$ cat config.mk
export PLATFORM = sky130hd
export DESIGN_NAME = wtm_watch
export DESIGN_NICKNAME = d
export VERILOG_FILES = /design/src/rtl/wtm_pkg.sv /design/src/rtl/wtm_watch.sv
export SDC_FILE = /design/constraint.sdc
export NUM_CORES = 1
export LEC_CHECK = 0
export BUFFER_PORTS_ARGS = -buffer_cell sky130_fd_sc_hd__buf_2
export CAP_MARGIN = 20
export CORE_UTILIZATION = 40
export DETAILED_ROUTE_END_ITERATION = 10
export PLACE_DENSITY_LB_ADDON = 0.05
export SYNTH_ARGS = -nofsm -noshare
export SYNTH_HDL_FRONTEND = slang
export SYNTH_SLANG_ARGS = --single-unit
$ cat constraint.sdc
create_clock -name clk -period 2.16 [get_ports clk]
set_clock_uncertainty 0.1 [all_clocks]
set_input_delay 0.432 -clock clk [delete_from_list [all_inputs] [get_ports clk]]
set_output_delay 0.432 -clock clk [all_outputs]
set_load 0.05 [all_outputs]
$ cat src/rtl/wtm_pkg.sv
// Purpose: constants and carriers for watchpoint trace messaging
// Assumes: APB, 32-bit data, one word per register except debug_ctl_one, which takes two
// Notes:   debug_ctl_one is 64 bits, split in two words
package wtm_pkg;
    localparam int        NUM_WP         = 15;
    localparam logic [11:0] ADDR_DC1_LO  = 12'h000;
    localparam logic [11:0] ADDR_DC1_HI  = 12'h004;
    localparam logic [11:0] ADDR_DC2     = 12'h008;
    localparam logic [11:0] ADDR_WATCH_MSG_MASK    = 12'h00C;
    localparam logic [11:0] ADDR_WT1     = 12'h010;
    localparam logic [11:0] ADDR_CFG     = 12'h014;
    localparam logic [11:0] ADDR_STAT    = 12'h018;
    // Bit 60 of 64-bit register lands at bit 28 of the high word
    localparam int        TM_WP_BIT      = 28;
    localparam int        EOC_LSB        = 0;
    localparam int        EOC_W          = 2;
    localparam int        EWC_W          = 5;
    localparam int        DEBUG_EVENT_OUT_W         = 5;
    localparam logic [5:0] TCODE_WATCH   = 6'h0F;
    localparam logic [1:0] EOC_OFF       = 2'h0;
    localparam logic [1:0] EOC_WATCH     = 2'h1;
    localparam logic [31:0] ZERO32       = 32'h0000_0000;
    // Interrupt taken, interrupt return and both event inputs need no setup
    localparam logic [14:0] CFG_FREE     = 15'h00CC;

    typedef struct packed {
        logic [5:0]  tcode;
        logic [14:0] hits;
    } wtm_msg_t;

    typedef struct packed {
        logic [14:0] start;
        logic [14:0] stop;
    } wtm_trig_t;
endpackage : wtm_pkg

$ cat src/rtl/wtm_watch.sv
// Purpose: collects watchpoint sources, builds watch messages, triggers
// Assumes: all core event inputs are single-cycle pulses on clk
// Notes:   registers on APB; one wait state; slverr on unmapped
`timescale 1ns/1ps
module wtm_watch (
    input  wire logic        clk,
    input  wire logic        reset,
    input  wire logic [11:0] paddr,
    input  wire logic        psel,
    input  wire logic        penable,
    input  wire logic        pwrite,
    input  wire logic [31:0] pwdata,
    input  wire logic [3:0]  pstrb,
    output logic      [31:0] prdata,
    output logic             pready,
    output logic             pslverr,
    input  wire logic        instrAddrCmp1,
    input  wire logic        instrAddrCmp2,
    input  wire logic        intTaken,
    input  wire logic        intReturn,
    input  wire logic        dataAddrCmp1,
    input  wire logic        dataAddrCmp2,
    input  wire logic        eventInputZero,
    input  wire logic        eventInputOne,
    input  wire logic        dataAcqEventZero,
    input  wire logic        dataAcqEventOne,
    input  wire logic        processIdentUpdate,
    input  wire logic        perfWatchZero,
    input  wire logic        perfWatchOne,
    input  wire logic        perfWatchTwo,
    input  wire logic        externalDebugMode,
    input  wire logic        extDebugStatusSet,
    input  wire logic        debugHalted,
    input  wire logic        debugStopped,
    input  wire logic        jamming,
    output wtm_pkg::wtm_msg_t msgData,
    output logic             msgValid,
    output logic [4:0]       debugEventOut,
    output logic             progTraceStart,
    output logic             progTraceStop
);
    logic [31:0] debugCtlOneLo;
    logic [31:0] debugCtlOneHi;
    logic [31:0] debugCtlTwo;
    logic [14:0] watchMsgMask;
    wtm_pkg::wtm_trig_t traceWatchTrigger;
    logic [14:0] srcConfigured;
    logic [14:0] rawHits;
    logic [14:0] maskedHits;
    logic [14:0] lastHits;
    logic        traceOn;
    logic        suppress;
    logic        busAccess;
    logic        mapped;

    function automatic logic [31:0] lane_merge(input logic [31:0] old,
                                               input logic [31:0] wd,
                                               input logic [3:0]  st);
        logic [31:0] r;
        r = old;
        for (int i = 0; i < 4; i++) begin
            if (st[i]) begin
                r[8*i +: 8] = wd[8*i +: 8];
            end
        end
        return r;
    endfunction : lane_merge

    // Address and data compares and interrupt return fire directly, or in EXTERNAL_DEBUG_MODE only on the status update
    logic addrHalt;
    assign addrHalt = externalDebugMode & extDebugStatusSet;

    always_comb begin
        rawHits     = '0;
        rawHits[0]  = externalDebugMode ? (instrAddrCmp1 & addrHalt) : instrAddrCmp1;
        rawHits[1]  = externalDebugMode ? (instrAddrCmp2 & addrHalt) : instrAddrCmp2;
        rawHits[2]  = intTaken;
        rawHits[3]  = externalDebugMode ? (intReturn & addrHalt) : intReturn;
        rawHits[4]  = externalDebugMode ? (dataAddrCmp1 & addrHalt) : dataAddrCmp1;
        rawHits[5]  = externalDebugMode ? (dataAddrCmp2 & addrHalt) : dataAddrCmp2;
        rawHits[6]  = eventInputZero;
        rawHits[7]  = eventInputOne;
        rawHits[8]  = dataAcqEventZero;
        rawHits[9]  = dataAcqEventOne;
        rawHits[10] = processIdentUpdate;
        rawHits[11] = perfWatchZero;
        rawHits[12] = perfWatchOne;
        rawHits[13] = perfWatchTwo;
        rawHits[14] = 1'b0;
        rawHits     = rawHits & (srcConfigured | wtm_pkg::CFG_FREE);
    end

    assign suppress   = debugHalted | debugStopped | jamming;
    // Enable read live from the register, so leaving halt restores it at once
    assign traceOn    = debugCtlOneHi[wtm_pkg::TM_WP_BIT] & ~suppress;
    assign maskedHits = rawHits & watchMsgMask;

    assign busAccess = psel & penable;
    always_comb begin
        case (paddr)
            wtm_pkg::ADDR_DC1_LO, wtm_pkg::ADDR_DC1_HI, wtm_pkg::ADDR_DC2,
            wtm_pkg::ADDR_WATCH_MSG_MASK, wtm_pkg::ADDR_WT1, wtm_pkg::ADDR_CFG,
            wtm_pkg::ADDR_STAT: mapped = 1'b1;
            default:            mapped = 1'b0;
        endcase
    end

    // Register writes; trace module reset clears all
    always_ff @(posedge clk) begin
        if (reset) begin
            debugCtlOneLo     <= wtm_pkg::ZERO32;
            debugCtlOneHi     <= wtm_pkg::ZERO32;
            debugCtlTwo       <= wtm_pkg::ZERO32;
            watchMsgMask      <= '0;
            traceWatchTrigger <= '0;
            srcConfigured     <= '0;
        end else if (busAccess && pwrite && !pready) begin
            case (paddr)
                wtm_pkg::ADDR_DC1_LO: debugCtlOneLo <= lane_merge(debugCtlOneLo, pwdata, pstrb);
                wtm_pkg::ADDR_DC1_HI: debugCtlOneHi <= lane_merge(debugCtlOneHi, pwdata, pstrb);
                wtm_pkg::ADDR_DC2:    debugCtlTwo   <= lane_merge(debugCtlTwo, pwdata, pstrb);
                wtm_pkg::ADDR_WATCH_MSG_MASK:   watchMsgMask  <= 15'(lane_merge({17'h0, watchMsgMask}, pwdata, pstrb));
                wtm_pkg::ADDR_WT1:    traceWatchTrigger <= 30'(lane_merge({2'h0, traceWatchTrigger},
                                                                        pwdata, pstrb));
                wtm_pkg::ADDR_CFG:    srcConfigured <= 15'(lane_merge({17'h0, srcConfigured}, pwdata, pstrb));
                default: ;
            endcase
        end
    end

    // APB answer: one wait state, pready pulses once per transfer
    always_ff @(posedge clk) begin
        if (reset) begin
            pready  <= 1'b0;
            pslverr <= 1'b0;
            prdata  <= wtm_pkg::ZERO32;
        end else begin
            pready  <= busAccess & ~pready;
            pslverr <= busAccess & ~pready & ~mapped;
            prdata  <= wtm_pkg::ZERO32;
            if (busAccess && !pready && !pwrite) begin
                case (paddr)
                    wtm_pkg::ADDR_DC1_LO: prdata <= debugCtlOneLo;
                    wtm_pkg::ADDR_DC1_HI: prdata <= debugCtlOneHi;
                    wtm_pkg::ADDR_DC2:    prdata <= debugCtlTwo;
                    wtm_pkg::ADDR_WATCH_MSG_MASK:   prdata <= {17'h0, watchMsgMask};
                    wtm_pkg::ADDR_WT1:    prdata <= {2'h0, traceWatchTrigger};
                    wtm_pkg::ADDR_CFG:    prdata <= {17'h0, srcConfigured};
                    wtm_pkg::ADDR_STAT:   prdata <= {17'h0, lastHits};
                    default:              prdata <= wtm_pkg::ZERO32;
                endcase
            end
        end
    end

    // One message per cycle carrying every masked hit
    always_ff @(posedge clk) begin
        if (reset) begin
            msgValid <= 1'b0;
            msgData  <= '0;
            lastHits <= '0;
        end else begin
            msgValid <= traceOn & (|maskedHits);
            if (traceOn && |maskedHits) begin
                msgData.tcode <= wtm_pkg::TCODE_WATCH;
                msgData.hits  <= maskedHits;
                lastHits      <= maskedHits;
            end
        end
    end

    // Debug event outputs: each line picks its watchpoint number (0 = none)
    logic [4:0] next_evt;
    always_comb begin
        logic [4:0] sel;
        sel = '0;
        for (int k = 0; k < wtm_pkg::DEBUG_EVENT_OUT_W; k++) begin
            sel          = debugCtlTwo[k*wtm_pkg::EWC_W +: wtm_pkg::EWC_W];
            next_evt[k]  = 1'b0;
            if (sel != 5'h00 && sel <= 5'h0F) begin
                next_evt[k] = rawHits[4'(sel - 5'h01)];
            end
        end
    end

    always_ff @(posedge clk) begin
        if (reset) begin
            debugEventOut <= '0;
        end else if (debugCtlOneLo[wtm_pkg::EOC_LSB +: wtm_pkg::EOC_W] == wtm_pkg::EOC_WATCH) begin
            debugEventOut <= next_evt;
        end else begin
            debugEventOut <= '0;
        end
    end

    always_ff @(posedge clk) begin
        if (reset) begin
            progTraceStart <= 1'b0;
            progTraceStop  <= 1'b0;
        end else begin
            progTraceStart <= |(rawHits & traceWatchTrigger.start);
            progTraceStop  <= |(rawHits & traceWatchTrigger.stop);
        end
    end

    // Assertions
    msg_on_hit_a: assert property (@(posedge clk) disable iff (reset)
        (traceOn && |maskedHits) |=> msgValid && msgData.hits == $past(maskedHits))
        else $error("message missing or wrong hits");
    no_msg_halt_a: assert property (@(posedge clk) disable iff (reset)
        $past(suppress) |-> !msgValid)
        else $error("message while halted");
    mask_filter_a: assert property (@(posedge clk) disable iff (reset)
        msgValid |-> (msgData.hits & ~$past(watchMsgMask)) == 15'h0)
        else $error("unmasked bit in hits");
    wp15_zero_a: assert property (@(posedge clk) disable iff (reset)
        msgValid |-> !msgData.hits[14])
        else $error("reserved watchpoint fired");
    event_input_zero_hit_a: assert property (@(posedge clk) disable iff (reset)
        (eventInputZero && watchMsgMask[6] && traceOn) |=> msgValid && msgData.hits[6])
        else $error("event input zero lost");
    empty_mask_a: assert property (@(posedge clk) disable iff (reset)
        (watchMsgMask == 15'h0) |=> !msgValid)
        else $error("message with empty mask");
    en_off_a: assert property (@(posedge clk) disable iff (reset)
        !debugCtlOneHi[wtm_pkg::TM_WP_BIT] |=> !msgValid)
        else $error("message while disabled");
    reset_clear_a: assert property (@(posedge clk)
        reset |=> watchMsgMask == 15'h0 && debugCtlOneHi == 32'h0)
        else $error("reset left config");
    pready_one_a: assert property (@(posedge clk) disable iff (reset)
        pready |=> !pready)
        else $error("pready held");
    debug_event_out_gate_a: assert property (@(posedge clk) disable iff (reset)
        (debugCtlOneLo[wtm_pkg::EOC_LSB +: wtm_pkg::EOC_W] != wtm_pkg::EOC_WATCH) |=> debugEventOut == 5'h00)
        else $error("event out while disabled");
    trig_start_a: assert property (@(posedge clk) disable iff (reset)
        (|(rawHits & traceWatchTrigger.start)) |=> progTraceStart)
        else $error("trace start trigger lost");

    multi_hit_c: cover property (@(posedge clk) disable iff (reset) msgValid && !$onehot(msgData.hits));
    halt_exit_c: cover property (@(posedge clk) disable iff (reset) $fell(debugHalted) ##1 msgValid);
    debug_event_out_c:      cover property (@(posedge clk) disable iff (reset) |debugEventOut);
    trig_c:      cover property (@(posedge clk) disable iff (reset) progTraceStart);
endmodule : wtm_watch

==> results by group, run 1 <==
Detailed routing
  • Routed Antenna Nets: 0
  • Post-route DRC violation count: 0
  • DR vias: 9491
  • Drt total wl: ~35 mm
  • 1st-iter DRT viols: roughly 850
  • DR pass1 iterations: 7
  • DR vias/cell: between 5 and 6
  • WL per Instance: just over 20 microns

Power
  • P_leak: ~4.8 nW
  • Maximum vdd drop: around 0.00051 V
  • Pwr/cell area: 692 nW/um^2

GRT
  • GR Util All Layers: 0.270
  • Initial antenna violation count: 0
  • Pin count of the biggest net entering global routing: roughly 110
  • Global-route wire length before repair: 53.8 mm
  • Vias in the first global route: ~8900
  • Gr ovfl total: 0

Synthesis
  • YS warnings: 0
  • FF+latch count, synth: about 210
  • Mapped cell area: approximately 10000 sq um
  • Top_reg_cell synth: dfxtp_1
  • Register area share after synthesis: 0.431
  • Syn Area/Cell: 8.87 sq um
  • Top cells by area, synth: dfxtp_1 (43%), mux2i_1 (7.5%), a21oi_1 (6.2%)
  • Top-count cell post-synth: dfxtp_1
  • Cell count after synthesis: approximately 1100
  • Most frequent cells after synthesis: dfxtp_1 (213), nand2_1 (124), a21oi_1 (122), o21ai_0 (112), nor2_1 (111)
  • Number of synthesized flops with an enable pin: 0
  • Most area-hungry cell type in the Yosys netlist: dfxtp_1
  • FFs w/ async S/R, synth: 0
  • Post-synthesis cell type count: 52
  • Share of Yosys cell area claimed by the top area cell type: 0.431

Worst setup path
  • Reg-to-Reg Start: debugCtlTwo[0]
  • Crit path kind: reg2reg
  • Crit path from: debugCtlTwo[0]
  • FF-to-FF End: debugEventOut[0]
  • R2R Setup Slk: ~0.12 ns
  • Critical Path Source Type: flip-flop
  • Worst setup EP type: flip-flop
  • R2R depth: 7
  • WP data arrival: roughly 2.4 ns
  • CP Capture Point: debugEventOut[0]
  • WP data required: about 2.5 ns
  • Max Fanout on Critical Path: 4

Layout
  • Fill cells: around 2300
  • Storage cell area: ~4300 sq um
  • Util after Layout: 0.527
  • Syn-to-layout area delta: 29.2%
  • Layout cells sized above 1: 0.279
  • Final instance area: between 10000 and 15000 sq um
  • Total Nets Final: 1415
  • Layout Cells excl Fill: between 1500 and 2000
  • Inserted Diodes: 0
  • Area of the multi-input gates: 5260 sq um

Timing
  • WHS: 0.0824 ns
  • Final Cycle Share: 0.944
  • Min Tclk post-route: 2.04 ns
  • Final Slew Violations: 0
  • Fmax: roughly 500 MHz
  • Final Hold Fails: 0
  • Max-slew headroom: 0.534
  • Post-Route Setup TNS: 0 ns
  • Final setup fails: 0
  • Slew @ Worst Pin: 0.699 ns
  • RSZ-0062 raised after global routing: no

Clock tree
  • Root Driver: clkbuf_16
  • Clock Sinks: 213
  • Worst-path clk slew: 0.06 ns
  • Clock buffer count from CTS: 25
  • CTS H-tree lvls: 1
  • Skew-Pair Late Insertion Delay: ~0.52 ns
  • Setup bufs post-CTS: 0
  • Max Buffers Root-to-Sink: 3
  • TritonCTS clock tree: done

Outcome
  • Outcome: finished, final reports clean

Floorplanning
  • Total I/O pin count: roughly 140
  • Starting Density: 0.408
  • Num rows: between 50 and 60
  • Die Wd: about 160 microns
  • Die Footprint: between 20000 and 30000 sq um
  • CORE AREA: around 24000 sq um
  • Die Y: 159 microns

Placed design
  • DP HPWL: about 25 mm
  • Placed cell area: 11900 sq um
  • Buffers on Ports: 131
  • DP Cell Count: 1630
  • Placer Congestion: just under 0.9

Worst hold path
  • Min-Delay Path Depth: 3
  • Hold Path Class: in2reg

Run
  • Max-Cap Viols: 0
layout make-up:
class / count / share of cell area
Sequential cell: 213 / 0.334
Clock inverter: 9 / 0.00960
Clock buffer: 36 / 0.0585
Inverter: 21 / 0.00617
Timing Repair Buffer: 270 / 0.148
Multi-Input combinational cell: 802 / 0.412
Tap cell: 324 / 0.0317
worst min path at each step:
stage                                   end         startpoint
after global placement      debugCtlTwo[26]    debugCtlTwo[26]
after detailed placement  debugCtlOneLo[18]  debugCtlOneLo[18]
final                       debugCtlTwo[30]         pwdata[30]
after floorplan            srcConfigured[6]   srcConfigured[6]
after CTS                   debugCtlTwo[30]         pwdata[30]
after global routing        debugCtlTwo[24]         pwdata[24]
report_power, final:
part | switching (mW) | internal [mW]
Sequential | 0.000556 | 3.93
Clock | 1.71 | 2.74
Combinational | 0.299 | 0.149
metrics by stage:
| step | total power [mW] | worst slack, ns |
|---|---|---|
| 2_1_floorplan | 4.21 | -0.00491 |
| 3_3_place_gp | 4.46 | -0.0623 |
| 6_report | 8.83 | 0.120 |
| 3_5_place_dp | 4.46 | -0.0908 |
| 5_1_grt | 9.09 | 0.0110 |
| 4_1_cts | 8.89 | 0.112 |
layout by cell type, fill, tap and decap left out, types with 8 or more instances in the layout:
master     instances
nand3_1           16
a221oi_1          14
buf_2            130
clkbuf_8           8
nand2_1          124
a222oi_1          14
a31oi_1           17
mux4_2            24
buf_12            15
a21oi_1          122
clkbuf_16         25
mux2i_1           74
dfxtp_1          212
a22oi_1           10
ha_1               9
o21ai_0          112
buf_4            125
inv_1             21
mux2_2            18
a211oi_1          21
nand4_1           15
nor2_1           111
o22ai_1           13
and3_1            11
cells by family after synthesis:
kind of cell,after synthesis,share of synthesized area
simple gates,329,0.157
compound gates,334,0.197
flops,213,0.431
mux,116,0.150
other cells,1,0.000379
xor+xnor,10,0.00886
buf+inv,102,0.0420
fa+ha+maj,10,0.0127
per-layer routing:
| layer | up-vias | track usage | routed length (microns) |
|---|---|---|---|
| met3 | 73 | 0.0357 | 2040 |
| met5 | - | 0 | 0 |
| met1 | 4544 | 0.384 | 16000 |
| met4 | 0 | 0.0922 | 1160 |
| met2 | 378 | 0.422 | 15400 |
| li1 | 4496 | - | - |
registers in the layout, summed over array words and instances (netlist names):
register and cells:
debugEventOut 5, debugCtlOneHi 32, watchMsgMask 15, pslverr 1, traceWatchTrigger 30, progTraceStart 1
lastHits 14, msgData 1, prdata 32, debugCtlTwo 32, srcConfigured 15, debugCtlOneLo 32
progTraceStop 1, pready 1, msgValid 1
critical path, stage by stage (launching register included):
cell	delay, ns
dfxtp_1	0.33
inv_1	0.07
ha_2	0.22
xnor2_2	0.29
mux4_2	0.55
mux2i_1	0.15
a211oi_1	0.09
buf_4	0.14
what timing repair did:
item,4_1_cts,5_1_grt
hold buffers,0,0
endpoints found under the setup margin,0,1
gates resized for setup,0,1
Power figures use the tool's default switching activity.
==> inputs of run 2 (changes only) <==
--- a/config.mk
+++ b/config.mk
@@ -5,7 +5,7 @@
 export SDC_FILE = /design/constraint.sdc
 export NUM_CORES = 1
 export LEC_CHECK = 0
-export BUFFER_PORTS_ARGS = -buffer_cell sky130_fd_sc_hd__buf_2
+export BUFFER_PORTS_ARGS = -buffer_cell sky130_fd_sc_hd__buf_4
 export CAP_MARGIN = 20
 export CORE_UTILIZATION = 40
 export DETAILED_ROUTE_END_ITERATION = 10
==> constraint.sdc (replaced) <==
create_clock -name clk -period 2.16 [get_ports clk]
set_clock_uncertainty 0.1 [all_clocks]
set_input_delay 0.432 -clock clk [delete_from_list [all_inputs] [get_ports clk]]
set_output_delay 0.432 -clock clk [all_outputs]
set_load 0.02 [all_outputs]
==> run 2 against run 1 <==
  * Routed wire length shrank 3.7%
  * Largest power group unchanged
  * Register-to-register slack improved by 0.08 ns
  * Critical path depth decreased by 1
  * Flip-flop and latch count unchanged
  * Combinational power rose by 2%
  * Global-route usage decreased by 0.93 points
  * Sequential share of layout area decreased by 0.14 points
  * Utilization up 0.20 points
  * Largest cell class unchanged
  * Setup slack improved by 0.081 ns
  * Count of clock-buffer cells in the layout is 3 lower
  * Final cell count decreased by 1.6%
  * Sequential power is essentially flat
==> results by group, run 2 (synthesis results as in run 1) <==
Layout
  • Most common cell after layout, fill and taps aside: buf_4 (was dfxtp_1)
  • Total Nets Final: 1390 (was 1415)
  • Inserted Diodes: 0 (unchanged)
  • Most frequent cells in the layout: buf_4 (231), dfxtp_1 (213), nand2_1 (124) (was dfxtp_1 (212), buf_2 (130), buf_4 (125))
  • Syn-to-layout area delta: 29.7% (was 29.2%)
  • Fill cells: 2362 (was 2325)
  • Layout cells sized above 1: 0.264 (was 0.279)

Timing
  • Final Hold Fails: 0 (unchanged)
  • Final Slew Violations: 0 (unchanged)
  • Final setup fails: 0 (unchanged)
  • Post-Route Setup TNS: 0 ns (unchanged)
  • Min Tclk post-route: 1.96 ns (was 2.04 ns)
  • Setup ws final: 0.201 ns (was 0.120 ns)
  • RSZ-0062 raised after global routing: no (unchanged)
  • Final Cycle Share: 0.907 (was 0.944)
  • Max-slew headroom: 0.419 (was 0.534)
  • Slew @ Worst Pin: 0.872 ns (was 0.699 ns)
  • Fmax: 511 MHz (was 490 MHz)

Worst setup path
  • Critical Path Source Type: flip-flop (unchanged)
  • R2R Setup Slk: 0.20 ns (was 0.12 ns)
  • Crit path kind: reg2reg (unchanged)
  • WP data required: 2.46 ns (was 2.48 ns)
  • Worst setup EP type: flip-flop (unchanged)
  • WP data arrival: 2.25 ns (was 2.36 ns)
  • Max Fanout on Critical Path: 4 (unchanged)

Outcome
  • Outcome: finished, final reports clean (unchanged)

Floorplanning
  • CORE AREA: 24200 sq um (unchanged)
  • Die Y: 159 microns (unchanged)
  • Die Wd: 159 microns (unchanged)
  • Die Footprint: 25300 sq um (unchanged)
  • Starting Density: 0.408 (unchanged)
  • Num rows: 57 (unchanged)
  • Total I/O pin count: 135 (unchanged)

Detailed routing
  • DR vias/cell: 5.66 (was 5.67)
  • DR vias: 9331 (was 9491)
  • Routed Antenna Nets: 0 (unchanged)
  • 1st-iter DRT viols: 928 (was 851)
  • DR pass1 iterations: 7 (unchanged)
  • Post-route DRC violation count: 0 (unchanged)
  • Drt total wl: 33.4 mm (was 34.7 mm)
  • WL per Instance: 20.2 microns (was 20.7 microns)

GRT
  • Gr ovfl total: 0 (unchanged)
  • GR Util All Layers: 0.261 (was 0.270)
  • Initial antenna violation count: 0 (unchanged)
  • Vias in the first global route: 8964 (was 8905)
  • Pin count of the biggest net entering global routing: 96 (was 113)
  • Global-route wire length before repair: 52.4 mm (was 53.8 mm)

Placed design
  • Buffers on Ports: 131 (unchanged)
  • Placer Congestion: 0.871 (was 0.883)
  • Pre-CTS setup slack: -0.0384 ns (was -0.0908 ns)
  • DP HPWL: 24.7 mm (was 25.3 mm)

Clock tree
  • CTS Hold Bufs: 0 (unchanged)
  • TritonCTS clock tree: done (unchanged)
  • Max Buffers Root-to-Sink: 3 (unchanged)
  • Setup bufs post-CTS: 0 (unchanged)
  • Clock buffer count from CTS: 25 (unchanged)
  • Post-CTS sizing: 0 (unchanged)
  • Root Driver: clkbuf_16 (unchanged)
  • Worst-path clk slew: 0.06 ns (about the same)
  • Clock Sinks: 213 (unchanged)
  • Skew-Pair Late Insertion Delay: 0.52 ns (about the same)
  • CTS H-tree lvls: 1 (unchanged)

Power
  • Pwr/cell area: 663 nW/um^2 (was 692 nW/um^2)
  • P_leak: 4.66 nW (was 4.77 nW)
  • Maximum vdd drop: 0.000400 V (was 0.000512 V)

Run
  • Max-Cap Viols: 0 (unchanged)

Worst hold path
  • Hold Path Class: in2reg (unchanged)
==> run 2: stage by stage <==
step / instance area, sq um / std cells / utilization / total power [mW] / hold WS (ns)
final: 12800 / 1649 / 0.529 / 8.51 / 0.0856
after global routing: 12800 / 1649 / 0.529 / 8.79 / 0.0799
after CTS: 12800 / 1649 / 0.529 / 8.60 / 0.0611
after detailed placement: 12000 / 1605 / 0.495 / 4.47 / 0.365
after global placement: 12000 / 1605 / 0.495 / 4.47 / 0.359
after floorplan: 9920 / 1117 / - / 4.19 / 0.349
==> run 2: worst paths after layout <==
check | start | to | cells past startpoint
max | debugCtlTwo[15] | debugEventOut[3] | 6
min | pwdata[31] | debugCtlOneHi[31] | 3
max reg2reg | debugCtlTwo[15] | debugEventOut[3] | 6
min reg2reg | debugCtlOneLo[18] | debugCtlOneLo[18] | 2
==> run 2: layer usage <==
layer / vias to the layer above / wire length [microns] / GRT usage
met2: 338 / 15500 / 0.429
met4: 0 / 653 / 0.0699
met3: 41 / 2130 / 0.0331
li1: 4431 / - / -
met1: 4521 / 15100 / 0.361
met5: - / 0 / 0
==> run 2: critical path, stage by stage (launching register included) <==
cell      delay (ns)
dfxtp_1         0.34
inv_1           0.08
ha_1            0.25
xnor2_2         0.27
mux4_2          0.54
mux2i_1         0.17
a211oi_1        0.09
==> run 2: where the power goes <==
| group | switching, mW | internal, mW |
|---|---|---|
| clock network | 1.66 | 2.46 |
| logic | 0.276 | 0.179 |
| registers | 0.000657 | 3.93 |
| total | 1.93 | 6.57 |
==> run 2: layout make-up <==
cell class / count / area, sq um / area share
Multi-Input combinational cell: 802 / 5250 / 0.409
Sequential cell: 213 / 4260 / 0.333
Timing Repair Buffer: 245 / 2010 / 0.157
Clock buffer: 33 / 726 / 0.0566
Tap cell: 324 / 405 / 0.0316
Clock inverter: 11 / 82.6 / 0.00644
Inverter: 21 / 78.8 / 0.00615
==> inputs of run 3 (changes only) <==
--- a/config.mk
+++ b/config.mk
@@ -9,6 +9,7 @@
 export CAP_MARGIN = 20
 export CORE_UTILIZATION = 40
 export DETAILED_ROUTE_END_ITERATION = 10
+export MAX_ROUTING_LAYER = met4
 export PLACE_DENSITY_LB_ADDON = 0.05
 export SYNTH_ARGS = -nofsm -noshare
 export SYNTH_HDL_FRONTEND = slang
==> run 3 against run 2 <==
  * Via count grew 0.25%
  * Critical path type unchanged
  * Combinational power barely moved
  * Worst hold slack worse by 0.0036 ns
  * Count of clock-buffer cells in the layout is the same
  * Flip-flop and latch count did not move
  * Non-clock buffer count unchanged
  * Cell area unchanged
  * Total power hardly changed
  * Global-route usage increased by 0.81 points
  * Critical endpoint is now debugEventOut[2]
  * Clock power about the same
  * Critical path depth grew 1
  * Sequential power about the same
==> results by group, run 3 (synthesis results as in run 1) <==
Outcome
  • Outcome: finished, final reports clean (unchanged)

Timing
  • Setup ws final: 0.216 ns (was 0.201 ns)
  • Min Tclk post-route: 1.94 ns (was 1.96 ns)
  • Final Cycle Share: 0.900 (was 0.907)
  • Max-slew headroom: 0.420 (was 0.419)
  • Final Slew Violations: 0 (unchanged)
  • Slew @ Worst Pin: 0.870 ns (was 0.872 ns)
  • Final setup fails: 0 (unchanged)
  • Fmax: 514 MHz (was 511 MHz)
  • Final Hold Fails: 0 (unchanged)
  • RSZ-0062 raised after global routing: no (unchanged)

Layout
  • Total Nets Final: 1390 (unchanged)
  • Most common cell after layout, fill and taps aside: buf_4 (unchanged)
  • Fill cells: 2362 (unchanged)
  • Syn-to-layout area delta: 29.7% (unchanged)
  • Inserted Diodes: 0 (unchanged)
  • Most frequent cells in the layout: buf_4 (231), dfxtp_1 (213), nand2_1 (124) (unchanged)
  • Layout cells sized above 1: 0.264 (unchanged)
  • Util after Layout: 0.529 (unchanged)

Worst setup path
  • WP data required: 2.46 ns (about the same)
  • Max Fanout on Critical Path: 6 (was 4)
  • R2R Setup Slk: 0.22 ns (was 0.20 ns)
  • Critical Path Stages: 7 (was 6)
  • R2R depth: 7 (was 6)
  • Critical Path Source Type: flip-flop (unchanged)
  • Crit path kind: reg2reg (unchanged)
  • Worst setup EP type: flip-flop (unchanged)
  • Critical path's top delay family: multiplexers (unchanged)
  • WP data arrival: 2.24 ns (was 2.25 ns)
  • Slowest stage delay, CP: 0.49 ns (was 0.54 ns)
  • Max stage delay cell, worst path: mux4_2 (unchanged)
  • CP Buf/Inv Count: 2 (was 1)
  • Worst path cell trace: inv_1 -> ha_1 -> xnor2_1 -> buf_4 -> mux4_2 -> mux2i_1 -> a211oi_1 (was inv_1 -> ha_1 -> xnor2_2 -> mux4_2 -> mux2i_1 -> a211oi_1)

Clock tree
  • CTS Hold Bufs: 0 (unchanged)
  • Post-CTS sizing: 0 (unchanged)
  • Root Driver: clkbuf_16 (unchanged)
  • Worst-path clk slew: 0.06 ns (about the same)
  • TritonCTS clock tree: done (unchanged)
  • Setup bufs post-CTS: 0 (unchanged)
  • Clock buffer count from CTS: 25 (unchanged)
  • Clock Sinks: 213 (unchanged)
  • Max Buffers Root-to-Sink: 3 (unchanged)
  • CTS H-tree lvls: 1 (unchanged)
  • Skew-Pair Late Insertion Delay: 0.52 ns (about the same)

Placed design
  • DP HPWL: 24.7 mm (unchanged)
  • Buffers on Ports: 131 (unchanged)
  • Pre-CTS setup slack: -0.0384 ns (unchanged)
  • Placer Congestion: 0.885 (was 0.871)

Detailed routing
  • Post-route DRC violation count: 0 (unchanged)
  • Routed Antenna Nets: 0 (unchanged)
  • Detailed route wirelength on metal2: 15.6 mm (was 15.5 mm)
  • WL per Instance: 20.3 microns (was 20.2 microns)
  • DR vias/cell: 5.67 (was 5.66)
  • Uppermost layer routed: met4 (unchanged)
  • 1st-iter DRT viols: 897 (was 928)
  • Routed length on met3: 2.15 mm (was 2.13 mm)
  • Drt total wl: 33.4 mm (about the same)
  • DR pass1 iterations: 6 (was 7)
  • DR vias: 9354 (was 9331)
  • Wire length on met1: 15.1 mm (about the same)

GRT
  • Vias in the first global route: 8970 (was 8964)
  • GR Util All Layers: 0.269 (was 0.261)
  • Initial antenna violation count: 0 (unchanged)
  • Global-route wire length before repair: 52.4 mm (about the same)
  • Gr ovfl total: 0 (unchanged)
  • Pin count of the biggest net entering global routing: 96 (unchanged)

Power
  • Internal: 6.57 mW (about the same)
  • Comb pwr share: 0.053 (was 0.054)
  • Clock power frac: 0.485 (was 0.484)
  • Power Total: 8.51 mW (about the same)
  • Sw power: 1.94 mW (was 1.93 mW)
  • Switching share of power: 0.228 (was 0.227)
  • Seq pwr share: 0.462 (about the same)
  • Maximum vdd drop: 0.000401 V (was 0.000400 V)
  • Pwr/cell area: 664 nW/um^2 (was 663 nW/um^2)
  • P_leak: 4.66 nW (unchanged)

Run
  • Max-Cap Viols: 0 (unchanged)

Floorplanning
  • CORE AREA: 24200 sq um (unchanged)
  • Die Y: 159 microns (unchanged)
  • Num rows: 57 (unchanged)
  • Starting Density: 0.408 (unchanged)
  • Die Wd: 159 microns (unchanged)
  • Total I/O pin count: 135 (unchanged)
  • Die Footprint: 25300 sq um (unchanged)

Worst hold path
  • Min-Delay Path Depth: 3 (unchanged)
  • Hold Path Class: in2reg (unchanged)
## run 3: tightest hold or removal path, stage by stage
cell and delay (ns):
buf_4 0.09, mux2i_1 0.06, nor2_1 0.07
## run 3: worst paths after layout
kind,to,startpoint
worst max-delay path,debugEventOut[2],debugCtlTwo[11]
worst max register to register,debugEventOut[2],debugCtlTwo[11]
worst min register to register,debugCtlOneLo[18],debugCtlOneLo[18]
worst min-delay path,debugCtlOneHi[31],pwdata[31]
## run 3: power by group through the flow
stage	combinational, mW	clock (mW)	sequential (mW)
6_report	0.455	4.13	3.93
4_1_cts	0.454	4.22	3.93
3_5_place_dp	0.453	0	4.02
5_1_grt	0.481	4.38	3.93
2_1_floorplan	0.175	0	4.02
3_3_place_gp	0.454	0	4.02
## run 3: metal layers
metal | vias up | track usage
li1 | 4434 | -
met1 | 4515 | 0.364
met2 | 363 | 0.429
met3 | 42 | 0.0305
met4 | 0 | 0.0673
met5 | - | -
## run 3: through the flow
step / setup TNS (ns) / instances / hold WS (ns) / instance area [sq um]
finish: 0 / 1649 / 0.0820 / 12800
global route: 0 / 1649 / 0.0799 / 12800
CTS: 0 / 1649 / 0.0611 / 12800
detailed placement: -0.369 / 1605 / 0.365 / 12000
global placement: -0.0367 / 1605 / 0.359 / 12000
floorplan: -0.0787 / 1117 / 0.349 / 9920
## run 3: area by class of cell
cell class                      count  area [sq um]  share of cell area
Clock inverter                     11          82.6             0.00644
Multi-Input combinational cell    802          5250               0.409
Tap cell                          324           405              0.0316
Clock buffer                       33           726              0.0566
Sequential cell                   213          4260               0.333
Inverter                           21          78.8             0.00615
Timing Repair Buffer              245          2010               0.157
